<file path="src/dpt_pkg.sv">
// Constants and types for the dual-port token mailbox host controller
package dpt_pkg;

  // Pin widths of the memory port, counter and register address widths
  localparam int ADDR_W   = 13;
  localparam int DATA_W   = 16;
  localparam int TOKEN_AW = 3;
  localparam int CNT_W    = 8;
  localparam int REG_AW   = 3;

  // Timing in ns; pin timing is not fixed, plain defaults
  localparam int CLK_PERIOD_NS         = 5;
  localparam int FLAG_SETTLE_NS        = 15;
  localparam int ACCESS_TIME_NS        = 25;
  localparam int TOKEN_RECOVERY_GAP_NS = 10;

  // Least times rounded up to whole clock cycles
  localparam logic [CNT_W-1:0] SETTLE_CYC =
    CNT_W'((FLAG_SETTLE_NS + CLK_PERIOD_NS - 1) / CLK_PERIOD_NS);
  localparam logic [CNT_W-1:0] ACCESS_CYC =
    CNT_W'((ACCESS_TIME_NS + CLK_PERIOD_NS - 1) / CLK_PERIOD_NS);
  localparam logic [CNT_W-1:0] GAP_CYC =
    CNT_W'((TOKEN_RECOVERY_GAP_NS + CLK_PERIOD_NS - 1) / CLK_PERIOD_NS);
  localparam logic [CNT_W-1:0] CNT_LAST = 8'h01;

  // Software register indices
  localparam logic [REG_AW-1:0] REG_CTRL   = 3'h0;
  localparam logic [REG_AW-1:0] REG_ADDR   = 3'h1;
  localparam logic [REG_AW-1:0] REG_WDATA  = 3'h2;
  localparam logic [REG_AW-1:0] REG_RDATA  = 3'h3;
  localparam logic [REG_AW-1:0] REG_STATUS = 3'h4;

  // Control register fields
  localparam int CTRL_OP_LSB    = 0;
  localparam int CTRL_OP_MSB    = 2;
  localparam int CTRL_UPPER_BIT = 4;
  localparam int CTRL_LOWER_BIT = 5;
  localparam int CTRL_ABORT_BIT = 7;

  // Operation codes
  localparam logic [2:0] OP_MEM_WR  = 3'h0;
  localparam logic [2:0] OP_MEM_RD  = 3'h1;
  localparam logic [2:0] OP_TOK_WR  = 3'h2;
  localparam logic [2:0] OP_TOK_RD  = 3'h3;
  localparam logic [2:0] OP_TOK_ACQ = 3'h4;

  // Status register fields
  localparam int ST_BUSY_BIT       = 0;
  localparam int ST_OWNED_BIT      = 1;
  localparam int ST_INT_BIT        = 2;
  localparam int ST_CONTENTION_BIT = 3;

  // Reset pin levels; between accesses address and data keep their last values
  localparam logic [ADDR_W-1:0] ADDR_RST = 13'h0000;
  localparam logic [DATA_W-1:0] DATA_RST = 16'h0000;

  // Access sequencer states
  typedef enum logic [2:0] {
    ST_IDLE,
    ST_SETUP,
    ST_STROBE,
    ST_RECOVER
  } dpt_state_t;

endpackage
</file>
<file path="src/dpt_host_ctrl.sv">
// Host controller driving one port of a dual-port token mailbox memory
//
// Chosen here: the strobed register port and the register offsets.
`timescale 1ns/1ps

module dpt_host_ctrl
  import dpt_pkg::*;
(
  // Clock and reset
  input  logic              sys_clk,
  input  logic              rstn,
  // Software register port
  input  logic [REG_AW-1:0] sw_addr,
  input  logic [31:0]       sw_wdata,
  input  logic              sw_wr,
  input  logic              sw_rd,
  output logic [31:0]       sw_rdata,
  // Memory port controls, all active low, then the address
  output logic              ce_n,
  output logic              rw_n,
  output logic              oe_n,
  output logic              token_select_n,
  output logic              upper_lane_select_n,
  output logic              lower_lane_select_n,
  output logic [ADDR_W-1:0] mem_addr,
  // Memory port data, three-signal form
  input  logic [DATA_W-1:0] data_in,
  output logic [DATA_W-1:0] data_out,
  output logic              data_oe,
  // Flags from the device
  input  logic              busy_n,
  input  logic              int_n
);

  // Sequencer state
  dpt_state_t        state_reg,    state_next;
  logic [CNT_W-1:0]  cnt_reg,      cnt_next;      // Phase countdown
  logic [2:0]        op_reg,       op_next;       // Operation in flight
  logic              phase_wr_reg, phase_wr_next; // Write phase of access
  logic              abort_reg,    abort_next;    // Stop polling request
  // Software visible state
  logic [ADDR_W-1:0] addr_sw_reg,  addr_sw_next;
  logic [DATA_W-1:0] wdata_reg,    wdata_next;
  logic [DATA_W-1:0] rdata_reg,    rdata_next;
  logic [1:0]        lanes_reg,    lanes_next;    // Upper, lower enables
  logic              owned_reg,    owned_next;    // Last token read zero
  logic              cont_reg,     cont_next;     // Sticky contention seen
  logic [31:0]       sw_rdata_reg, sw_rdata_next;
  // Pin registers
  logic              ce_n_reg,     ce_n_next;
  logic              rw_n_reg,     rw_n_next;
  logic              oe_n_reg,     oe_n_next;
  logic              tsel_n_reg,   tsel_n_next;
  logic              ub_n_reg,     ub_n_next;
  logic              lb_n_reg,     lb_n_next;
  logic [ADDR_W-1:0] addr_reg,     addr_next;
  logic [DATA_W-1:0] dout_reg,     dout_next;
  logic              doe_reg,      doe_next;
  // Decode helpers
  logic              ctrl_wr;
  logic              is_token;
  logic              is_acq;
  logic [2:0]        new_op;

  assign ctrl_wr  = sw_wr && (sw_addr == REG_CTRL);
  assign new_op   = sw_wdata[CTRL_OP_MSB:CTRL_OP_LSB];
  assign is_token = (op_reg != OP_MEM_WR) && (op_reg != OP_MEM_RD);
  assign is_acq   = (op_reg == OP_TOK_ACQ);

  // Next-state logic for registers, sequencer and pins
  always_comb begin
    state_next    = state_reg;
    cnt_next      = cnt_reg;
    op_next       = op_reg;
    phase_wr_next = phase_wr_reg;
    abort_next    = abort_reg;
    addr_sw_next  = addr_sw_reg;
    wdata_next    = wdata_reg;
    rdata_next    = rdata_reg;
    lanes_next    = lanes_reg;
    owned_next    = owned_reg;
    cont_next     = cont_reg;
    ce_n_next     = ce_n_reg;
    rw_n_next     = rw_n_reg;
    oe_n_next     = oe_n_reg;
    tsel_n_next   = tsel_n_reg;
    ub_n_next     = ub_n_reg;
    lb_n_next     = lb_n_reg;
    addr_next     = addr_reg;
    dout_next     = dout_reg;
    doe_next      = doe_reg;
    sw_rdata_next = 32'h0000_0000;

    // Register writes; address and data are free to change at any time
    if (sw_wr && sw_addr == REG_ADDR) begin
      addr_sw_next = sw_wdata[ADDR_W-1:0];
    end
    if (sw_wr && sw_addr == REG_WDATA) begin
      wdata_next = sw_wdata[DATA_W-1:0];
    end
    if (sw_wr && sw_addr == REG_STATUS && sw_wdata[ST_CONTENTION_BIT]) begin
      cont_next = 1'b0;
    end
    // Abort only matters while a poll loop runs
    if (ctrl_wr && sw_wdata[CTRL_ABORT_BIT] && state_reg != ST_IDLE) begin
      abort_next = 1'b1;
    end

    // Read data appears the cycle after the strobe
    if (sw_rd) begin
      case (sw_addr)
        REG_CTRL:   sw_rdata_next = {26'h0, lanes_reg[0], lanes_reg[1],
                                     1'b0, op_reg};
        REG_ADDR:   sw_rdata_next = {19'h0, addr_sw_reg};
        REG_WDATA:  sw_rdata_next = {16'h0, wdata_reg};
        REG_RDATA:  sw_rdata_next = {16'h0, rdata_reg};
        REG_STATUS: sw_rdata_next = {28'h0, cont_reg, ~int_n, owned_reg,
                                     (state_reg != ST_IDLE)};
        default:    sw_rdata_next = 32'h0000_0000;
      endcase
    end

    case (state_reg)
      // Wait for a start; a start while busy is ignored
      ST_IDLE: begin
        if (ctrl_wr && !sw_wdata[CTRL_ABORT_BIT] && new_op <= OP_TOK_ACQ) begin
          op_next       = new_op;
          abort_next    = 1'b0;
          lanes_next    = {sw_wdata[CTRL_UPPER_BIT], sw_wdata[CTRL_LOWER_BIT]};
          phase_wr_next = (new_op == OP_MEM_WR) || (new_op == OP_TOK_WR) ||
                          (new_op == OP_TOK_ACQ);
          cnt_next      = SETTLE_CYC;
          state_next    = ST_SETUP;
          if (new_op == OP_MEM_WR || new_op == OP_MEM_RD) begin
            // Memory access: lanes as asked, token latches deselected
            ce_n_next   = 1'b0;
            tsel_n_next = 1'b1;
            ub_n_next   = ~sw_wdata[CTRL_UPPER_BIT];
            lb_n_next   = ~sw_wdata[CTRL_LOWER_BIT];
            addr_next   = addr_sw_reg;
          end else begin
            // Token access: chip and lanes off, high address bits zero
            ce_n_next   = 1'b1;
            ub_n_next   = 1'b1;
            lb_n_next   = 1'b1;
            tsel_n_next = 1'b0;
            addr_next   = {{(ADDR_W-TOKEN_AW){1'b0}},
                           addr_sw_reg[TOKEN_AW-1:0]};
          end
        end
      end
      // Address and selects stand while the contention flag settles
      ST_SETUP: begin
        if (cnt_reg != CNT_LAST) begin
          cnt_next = cnt_reg - CNT_LAST;
        end else if (!is_token && !busy_n) begin
          // Lost arbitration: keep waiting, never strobe during contention
          cont_next = 1'b1;
          cnt_next  = SETTLE_CYC;
        end else begin
          cnt_next   = ACCESS_CYC;
          state_next = ST_STROBE;
          if (phase_wr_reg) begin
            rw_n_next = 1'b0;
            doe_next  = 1'b1;
            if (!is_token) begin
              dout_next = wdata_reg;
            end else if (is_acq) begin
              dout_next = DATA_RST;
            end else begin
              dout_next = {{(DATA_W-1){1'b0}}, wdata_reg[0]};
            end
          end else begin
            oe_n_next = 1'b0;
          end
        end
      end
      // Strobe held for the access time, then every select released
      ST_STROBE: begin
        if (cnt_reg != CNT_LAST) begin
          cnt_next = cnt_reg - CNT_LAST;
        end else begin
          if (!phase_wr_reg) begin
            rdata_next = data_in;
            if (is_token) begin
              // Every line carries the token; bit zero is enough
              owned_next = ~data_in[0];
            end
          end
          ce_n_next   = 1'b1;
          rw_n_next   = 1'b1;
          oe_n_next   = 1'b1;
          tsel_n_next = 1'b1;
          ub_n_next   = 1'b1;
          lb_n_next   = 1'b1;
          doe_next    = 1'b0;
          cnt_next    = GAP_CYC;
          state_next  = ST_RECOVER;
        end
      end
      // Deselected gap; acquire loops back into a read of the token
      ST_RECOVER: begin
        if (cnt_reg != CNT_LAST) begin
          cnt_next = cnt_reg - CNT_LAST;
        end else if (is_acq && !abort_reg &&
                     (phase_wr_reg || rdata_reg[0])) begin
          // Read back after the write, or poll again while held elsewhere
          phase_wr_next = 1'b0;
          tsel_n_next   = 1'b0;
          cnt_next      = SETTLE_CYC;
          state_next    = ST_SETUP;
        end else begin
          state_next = ST_IDLE;
        end
      end
      default: begin
        state_next = ST_IDLE;
      end
    endcase
  end

  // State registers; everything idles deselected after reset
  always_ff @(posedge sys_clk or negedge rstn) begin
    if (!rstn) begin
      state_reg    <= ST_IDLE;
      cnt_reg      <= CNT_LAST;
      op_reg       <= OP_MEM_WR;
      phase_wr_reg <= 1'b0;
      abort_reg    <= 1'b0;
      addr_sw_reg  <= ADDR_RST;
      wdata_reg    <= DATA_RST;
      rdata_reg    <= DATA_RST;
      lanes_reg    <= 2'h0;
      owned_reg    <= 1'b0;
      cont_reg     <= 1'b0;
      sw_rdata_reg <= 32'h0000_0000;
      ce_n_reg     <= 1'b1;
      rw_n_reg     <= 1'b1;
      oe_n_reg     <= 1'b1;
      tsel_n_reg   <= 1'b1;
      ub_n_reg     <= 1'b1;
      lb_n_reg     <= 1'b1;
      addr_reg     <= ADDR_RST;
      dout_reg     <= DATA_RST;
      doe_reg      <= 1'b0;
    end else begin
      state_reg    <= state_next;
      cnt_reg      <= cnt_next;
      op_reg       <= op_next;
      phase_wr_reg <= phase_wr_next;
      abort_reg    <= abort_next;
      addr_sw_reg  <= addr_sw_next;
      wdata_reg    <= wdata_next;
      rdata_reg    <= rdata_next;
      lanes_reg    <= lanes_next;
      owned_reg    <= owned_next;
      cont_reg     <= cont_next;
      sw_rdata_reg <= sw_rdata_next;
      ce_n_reg     <= ce_n_next;
      rw_n_reg     <= rw_n_next;
      oe_n_reg     <= oe_n_next;
      tsel_n_reg   <= tsel_n_next;
      ub_n_reg     <= ub_n_next;
      lb_n_reg     <= lb_n_next;
      addr_reg     <= addr_next;
      dout_reg     <= dout_next;
      doe_reg      <= doe_next;
    end
  end

  // Outputs straight from flip-flops
  assign sw_rdata            = sw_rdata_reg;
  assign ce_n                = ce_n_reg;
  assign rw_n                = rw_n_reg;
  assign oe_n                = oe_n_reg;
  assign token_select_n      = tsel_n_reg;
  assign upper_lane_select_n = ub_n_reg;
  assign lower_lane_select_n = lb_n_reg;
  assign mem_addr            = addr_reg;
  assign data_out            = dout_reg;
  assign data_oe             = doe_reg;
endmodule

</file>
<file path="config.mk">
export PLATFORM = sky130hd
export DESIGN_NAME = dpt_host_ctrl
export DESIGN_NICKNAME = d
export VERILOG_FILES = /design/src/dpt_pkg.sv /design/src/dpt_host_ctrl.sv
export SDC_FILE = /design/constraint.sdc
export NUM_CORES = 1
export LEC_CHECK = 0
export ABC_AREA = 1
export BUFFER_PORTS_ARGS = -buffer_cell sky130_fd_sc_hd__clkbuf_2
export CORE_UTILIZATION = 45
export DETAILED_ROUTE_END_ITERATION = 6
export PLACE_DENSITY_LB_ADDON = 0.05
export REMOVE_ABC_BUFFERS = 1
export SYNTH_ARGS = -nofsm -noshare
export SYNTH_HDL_FRONTEND = slang
export SYNTH_SLANG_ARGS = --single-unit
</file>
<file path="constraint.sdc">
create_clock -name sys_clk -period 2.3 [get_ports sys_clk]
set_input_delay 0.115 -clock sys_clk [delete_from_list [all_inputs] [get_ports sys_clk]]
set_output_delay 0.115 -clock sys_clk [all_outputs]
set_load 0.01 [all_outputs]
</file>
Word level (Yosys, flattened, before mapping):

Index checks and enable logic that the tools add are counted.
W data, S select, Z words.

* mux-type cells: 56
* divide/modulo/power cells: 0
* shifts and indexed selects: 0
* $mul: 0
* magnitude comparators: 1
* eq/ne operators: 22
* add/sub/neg operators: 1
* reductions and logical operators: 42
* bitwise logic cells: 7

Operator list (number)
* $pmux W16 S5: 1
* $mux W8: 5
* $mux W16: 2
* $pmux W8 S4: 1
* $mux W1: 31
* $reduce_and A5 Y1: 4
* $mux W3: 6
* $ne A2 B2 Y1 const B: 8
* $eq A3 B2 Y1 const B: 5
* $pmux W1 S2: 7
* $logic_and A1 B1 Y1: 13
* $mux W13: 1
* $pmux W3 S4: 1
* $reduce_and A4 Y1: 3
* $eq A3 B1 Y1 const B: 3
* $eq A3 B3 Y1 const B: 3
* $logic_not A3 Y1: 3
* $reduce_and A3 Y1: 3
* $reduce_bool A3 Y1: 3
* $ne A8 B1 Y1 const B: 1
* $sub A8 B1 Y8 const B: 1
* $not A1 Y1: 7
* $reduce_bool A2 Y1: 3
* $logic_not A1 Y1: 4
* other kinds (7): 10

* memory bits (read-only): 0
* output and inout bits: 68
* bits in latches: 0
* memories kept: 0
* bits in registers: 133
* bits in writable memories: 0
* input bits: 57

Logic depth before layout (Yosys ltp):

* word-level depth: 7
* mapped depth: 11

Worst setup path before layout:

Ideal clock, no wire load.

* kind: reg2reg
* start: register cnt_reg[0]
* end: register cnt_reg[1]
* slack: 708 ps
* stages on the path, launching flop included: 9
* setup time: 120 ps
* period minus slack after synthesis: 1592 ps
* data arrival time: 1472 ps
* cells stage by stage: dfstp_2 -> ha_1 -> nand3_1 -> nor2_8 -> nand3_4 -> nand2_2 -> inv_2 -> o21ai_0 -> inv_1

* longest elaborated chain between the ends: 3

Ends and longest elaborated chain
* from (decl): line dpt_host_ctrl.sv:37 `logic [CNT_W-1:0] cnt_reg, cnt_next;`
* from (signal assigned): line dpt_host_ctrl.sv:248 `cnt_reg <= cnt_next;`
* $sub A8 B1 Y8 / $ne A8 B1 Y1 (equally long branches)
* $mux W8, or another cell as far along: line dpt_host_ctrl.sv:203 `if (cnt_reg != CNT_LAST) begin`
* $pmux W8 S4 / $reduce_and A3 Y1 (equally long branches)

Parallel ways exist; a longest one is shown, timed or not.
A chain may end at the register's enable or synchronous reset.

Final worst setup path:

* start: register cnt_reg[0]
* end: register doe_reg, in the netlist data_oe

* longest elaborated chain between the ends: 3

Ends and longest elaborated chain
* $ne A8 B1 Y1 (*): line dpt_host_ctrl.sv:154, dpt_host_ctrl.sv:180
* $ne A2 B2 Y1 (no line)
* $reduce_and A5 Y1 (no line) (*)
* to (signal assigned): line dpt_host_ctrl.sv:267 `doe_reg <= doe_next;`
* to (decl): line dpt_host_ctrl.sv:58 `logic doe_reg, doe_next;`

Every way passes the cells marked *; elsewhere a longest branch is shown, timed or not.

==> results.rst <==
.. list-table::
   :header-rows: 1

   * - Metric
     - Value
   * - Run status
     - finished, final reports clean
   * - Final cell utilization of the core
     - between 50 and 60%
   * - Final worst path period share
     - a little over four fifths
   * - Area share of and/or/nand/nor cells after synthesis
     - approximately 26%
   * - Net Sw Frac
     - between 30% and 40%
   * - Internal power
     - around 5.2 mW
   * - Standard-cell rows
     - 40
   * - Area fraction in compound gates after synthesis
     - 9.318%
   * - Total overflow reported by the global router
     - 0
   * - Count of warnings emitted by yosys
     - 0
   * - Final Setup Violations
     - 0
   * - Number of storage elements in the synthesis netlist
     - 116
   * - Number of top-level pins
     - 125
   * - Final Slew Violations
     - 0
   * - Initial antenna violation count
     - 0
   * - Clock tree from TritonCTS
     - yes
   * - Slew @ Worst Pin
     - between 700 and 800 ps
   * - Main combinational cell family by area after synthesis
     - simple AND/OR/NAND/NOR gates
   * - Share of synthesized area spent on multiplexers
     - less than 1%
   * - Leakage power figure
     - about 3.7 nW
   * - HPWL reported at the end of detailed placement
     - 9135 um
   * - Pin count of the biggest net entering global routing
     - 59
   * - Final cell count without fillers
     - about 930
   * - Cell count after placement
     - ~870
   * - Post-DRT Antenna Nets
     - 0
   * - Total track usage
     - a little under a quarter
   * - Number of antenna repair diodes
     - 0
   * - Combinational cell fraction of total power
     - between 20% and 30%
   * - Total CTS buffers
     - 17
   * - Summed negative setup slack over all endpoints
     - 0 ps
   * - Crit Path Class
     - reg2reg
   * - Synthesized-area fraction occupied by adder cells
     - about 1.4%
   * - Fraction of layout cells with a size suffix above 1
     - between 20% and 30%
   * - Max Fanout on Critical Path
     - 19
   * - Data arrival, critical path
     - between 2000 and 2500 ps
   * - Core outline area
     - 11960 um2
   * - Post-CTS setup buffer count
     - 0
   * - Headroom to the max-slew limit
     - 48.03%
   * - Die Height
     - roughly 110 um
   * - Fraction of power consumed by the clock network
     - around a third
   * - Post-synthesis to final-layout area growth
     - 26.07%
   * - Clk Latency, worst-skew pair
     - about 420 ps
   * - Critical Path Sink Type
     - flop
   * - First-pass detailed-route iteration total
     - 6
   * - Synth Instances
     - approximately 640
   * - Clock input transition at the sequential cells of the worst setup and hold paths
     - about 60 ps
   * - Routed wire length
     - around 14000 um
   * - Via count of the first global-routing pass
     - about 4.3k
   * - Routing usage on met2
     - 37.20%
   * - Drt wl/cell
     - between 10 and 15 um
   * - Area of the die
     - around 13000 um2
   * - Startpoint types
     - flop
   * - Final weighted congestion of routability-driven global placement
     - between 0.8 and 0.9
   * - Final hold viol count
     - 0
   * - Number of levels in the clock H-tree
     - 4
   * - Number of unique standard cell types used by synthesis
     - 41
   * - Largest vdd supply drop
     - around 0.74 mV
   * - Achievable frequency
     - a little over 500 MHz
   * - Tmin final
     - 1931 ps
   * - Async set or reset register ratio after synthesis
     - 100.0%
   * - Synthesized-area fraction occupied by xor and xnor cells
     - less than 1%
   * - Mean instance size in the synthesized netlist
     - between 8 and 9 um2
   * - Via density per instance
     - 4.968
   * - Sequential cell area fraction in the yosys report
     - 52.89%
   * - Post-layout nets
     - a little over 800
   * - Net Switching
     - 2.671 mW
   * - Relative contribution of sequential cells to total power
     - 36.8%
   * - Post-route DRC
     - 0
   * - Clock tree skew after final layout
     - roughly 7.4 ps
   * - DRT iter0 DRCs
     - around 280
   * - WP data required
     - approximately 2600 ps
   * - Unrepaired setup endpoints after global routing
     - false
   * - Number of synthesized flops with an enable pin
     - 0
   * - Die X-Extent
     - ~110 um
   * - Count of max-cap constraint violations
     - 0
   * - Top FF cell, synth
     - dfrtp_1
   * - Most congested layer reported by global routing
     - met2
   * - Longest Clk Path Bufs
     - 2
   * - Met3 demand-to-capacity share in global routing
     - between 4 and 5%
   * - Number of port buffers
     - just over 90
   * - Post-cts sizing count
     - 0
   * - Clock sink total
     - 116
   * - Number of hold-repair buffers added at the cts stage
     - 29
   * - Netlist area before placement
     - between 5000 and 6000 um2
   * - Wire length of the first global-routing pass
     - around 22000 um
   * - GRT met1 Usage
     - between 20% and 30%
   * - Total vias in the final route
     - 4610
   * - Hold Path Class
     - in2reg
   * - Cell at the root of the clock tree
     - clkbuf_16
   * - Initial cell density of the core
     - 46.03%
   * - Power per Cell Area
     - roughly 1100 nW/um2
[cell usage in the layout, fill, tap and decap left out, types with 2 or more instances in the layout]
| cell | n |
|---|---|
| dfrtp_1 | 109 |
| o21ai_1 | 18 |
| nand3_1 | 36 |
| dlygate4sd3_1 | 29 |
| clkinvlp_4 | 2 |
| inv_1 | 58 |
| nand3_4 | 3 |
| nor2_4 | 2 |
| inv_2 | 3 |
| o311ai_0 | 2 |
| nor2_8 | 2 |
| nor2_2 | 2 |
| nand4_1 | 3 |
| clkinv_4 | 2 |
| nand3_2 | 2 |
| nand2_4 | 3 |
| o221ai_1 | 3 |
| buf_12 | 2 |
| a22oi_1 | 5 |
| bufinv_16 | 4 |
| nand2_1 | 226 |
| nor3_1 | 2 |
| nor2_1 | 31 |
| ha_1 | 6 |
| conb_1 | 16 |
| clkbuf_2 | 91 |
| buf_4 | 9 |
| clkbuf_16 | 17 |
| a21oi_1 | 3 |
| mux2_4 | 3 |
| dfstp_2 | 7 |
| a41oi_1 | 3 |
| o21ai_0 | 52 |
| clkinv_2 | 5 |
| nand2_2 | 8 |
[routing by layer]
metal  share of wire, %  up-vias
met3                5.1       18
met5                  0        -
met1                 45     2194
met2                 48      131
li1                   -     2267
met4                1.7        0
[layout make-up]
| class | count | area (um2) |
|---|---|---|
| Clock buffer | 19 | 442.9 |
| Clock inverter | 13 | 181.4 |
| Fill cell | 1111 | 5021 |
| Inverter | 63 | 237.7 |
| Multi-Input combinational cell | 439 | 2130 |
| Sequential cell | 116 | 2912 |
| Tap cell | 147 | 183.9 |
| Timing Repair Buffer | 131 | 853.3 |
[synth_stat cells, drive strengths merged (4+ instances only)]
cell	count	share of area [%]
a21oi	4	0.43
a22oi	5	0.68
buf	35	4.9
clkbuf	4	0.27
dfrtp	109	50
dfstp	7	3.3
ha	6	1.4
inv	61	4.2
nand2	237	17
nand3	41	4.6
nor2	37	3.5
o21ai	71	6.5
[power by group through the flow]
| stage | Combinational (mW) | Clock [mW] | Sequential, mW |
|---|---|---|---|
| after detailed placement | 2.18 | 0 | 2.94 |
| after global placement | 2.14 | 0 | 2.93 |
| after floorplan | 1.50 | 0 | 2.93 |
| final | 2.21 | 2.78 | 2.91 |
| after CTS | 2.23 | 2.82 | 2.91 |
| after global routing | 2.53 | 2.92 | 2.98 |
[critical path, stage by stage, from the launching register on]
cell     delay (ps)
dfstp_2         540
ha_1            160
nand3_1         180
nor2_8          240
nand3_4         240
o21ai_0         160
nand2_1         110
nand2_1          70
o21ai_0          80
[stage by stage]
step | area, um2 | hold slack, ps | setup slack (ps) | power, mW
after floorplan | 5279 | -180.6 | 543.1 | 4.426
after global placement | 6026 | 232.0 | 411.7 | 5.064
after detailed placement | 6026 | 236.6 | 386.9 | 5.117
after CTS | 6940 | 7.914 | 358.9 | 7.963
after global routing | 6940 | 38.79 | 223.4 | 8.420
final | 6940 | 15.76 | 369.3 | 7.906
[final timing paths]
path                        startpoint           end  slack [ps]  cells after the start
max                         cnt_reg[0]       data_oe         370                      8
min reg2reg                       ce_n          ce_n         460                      2
max reg2reg                 cnt_reg[0]       data_oe         370                      8
max in group asynchronous         rstn          oe_n        1280                      3
min                        sw_wdata[1]     op_reg[1]          20                      3
min in group asynchronous         rstn  data_out[14]         310                      2
[logic make-up after synthesis]
logic type                 after synthesis
muxes                                    3
adders and majority gates                6
and+or+nand+nor                        322
DFF                                    116
AOI/OAI and AO/OA                       91
buffers and inverters                  102
xor gates and xnor gates                 1
other                                    1
No activity file was read; power rests on OpenSTA's default activity.
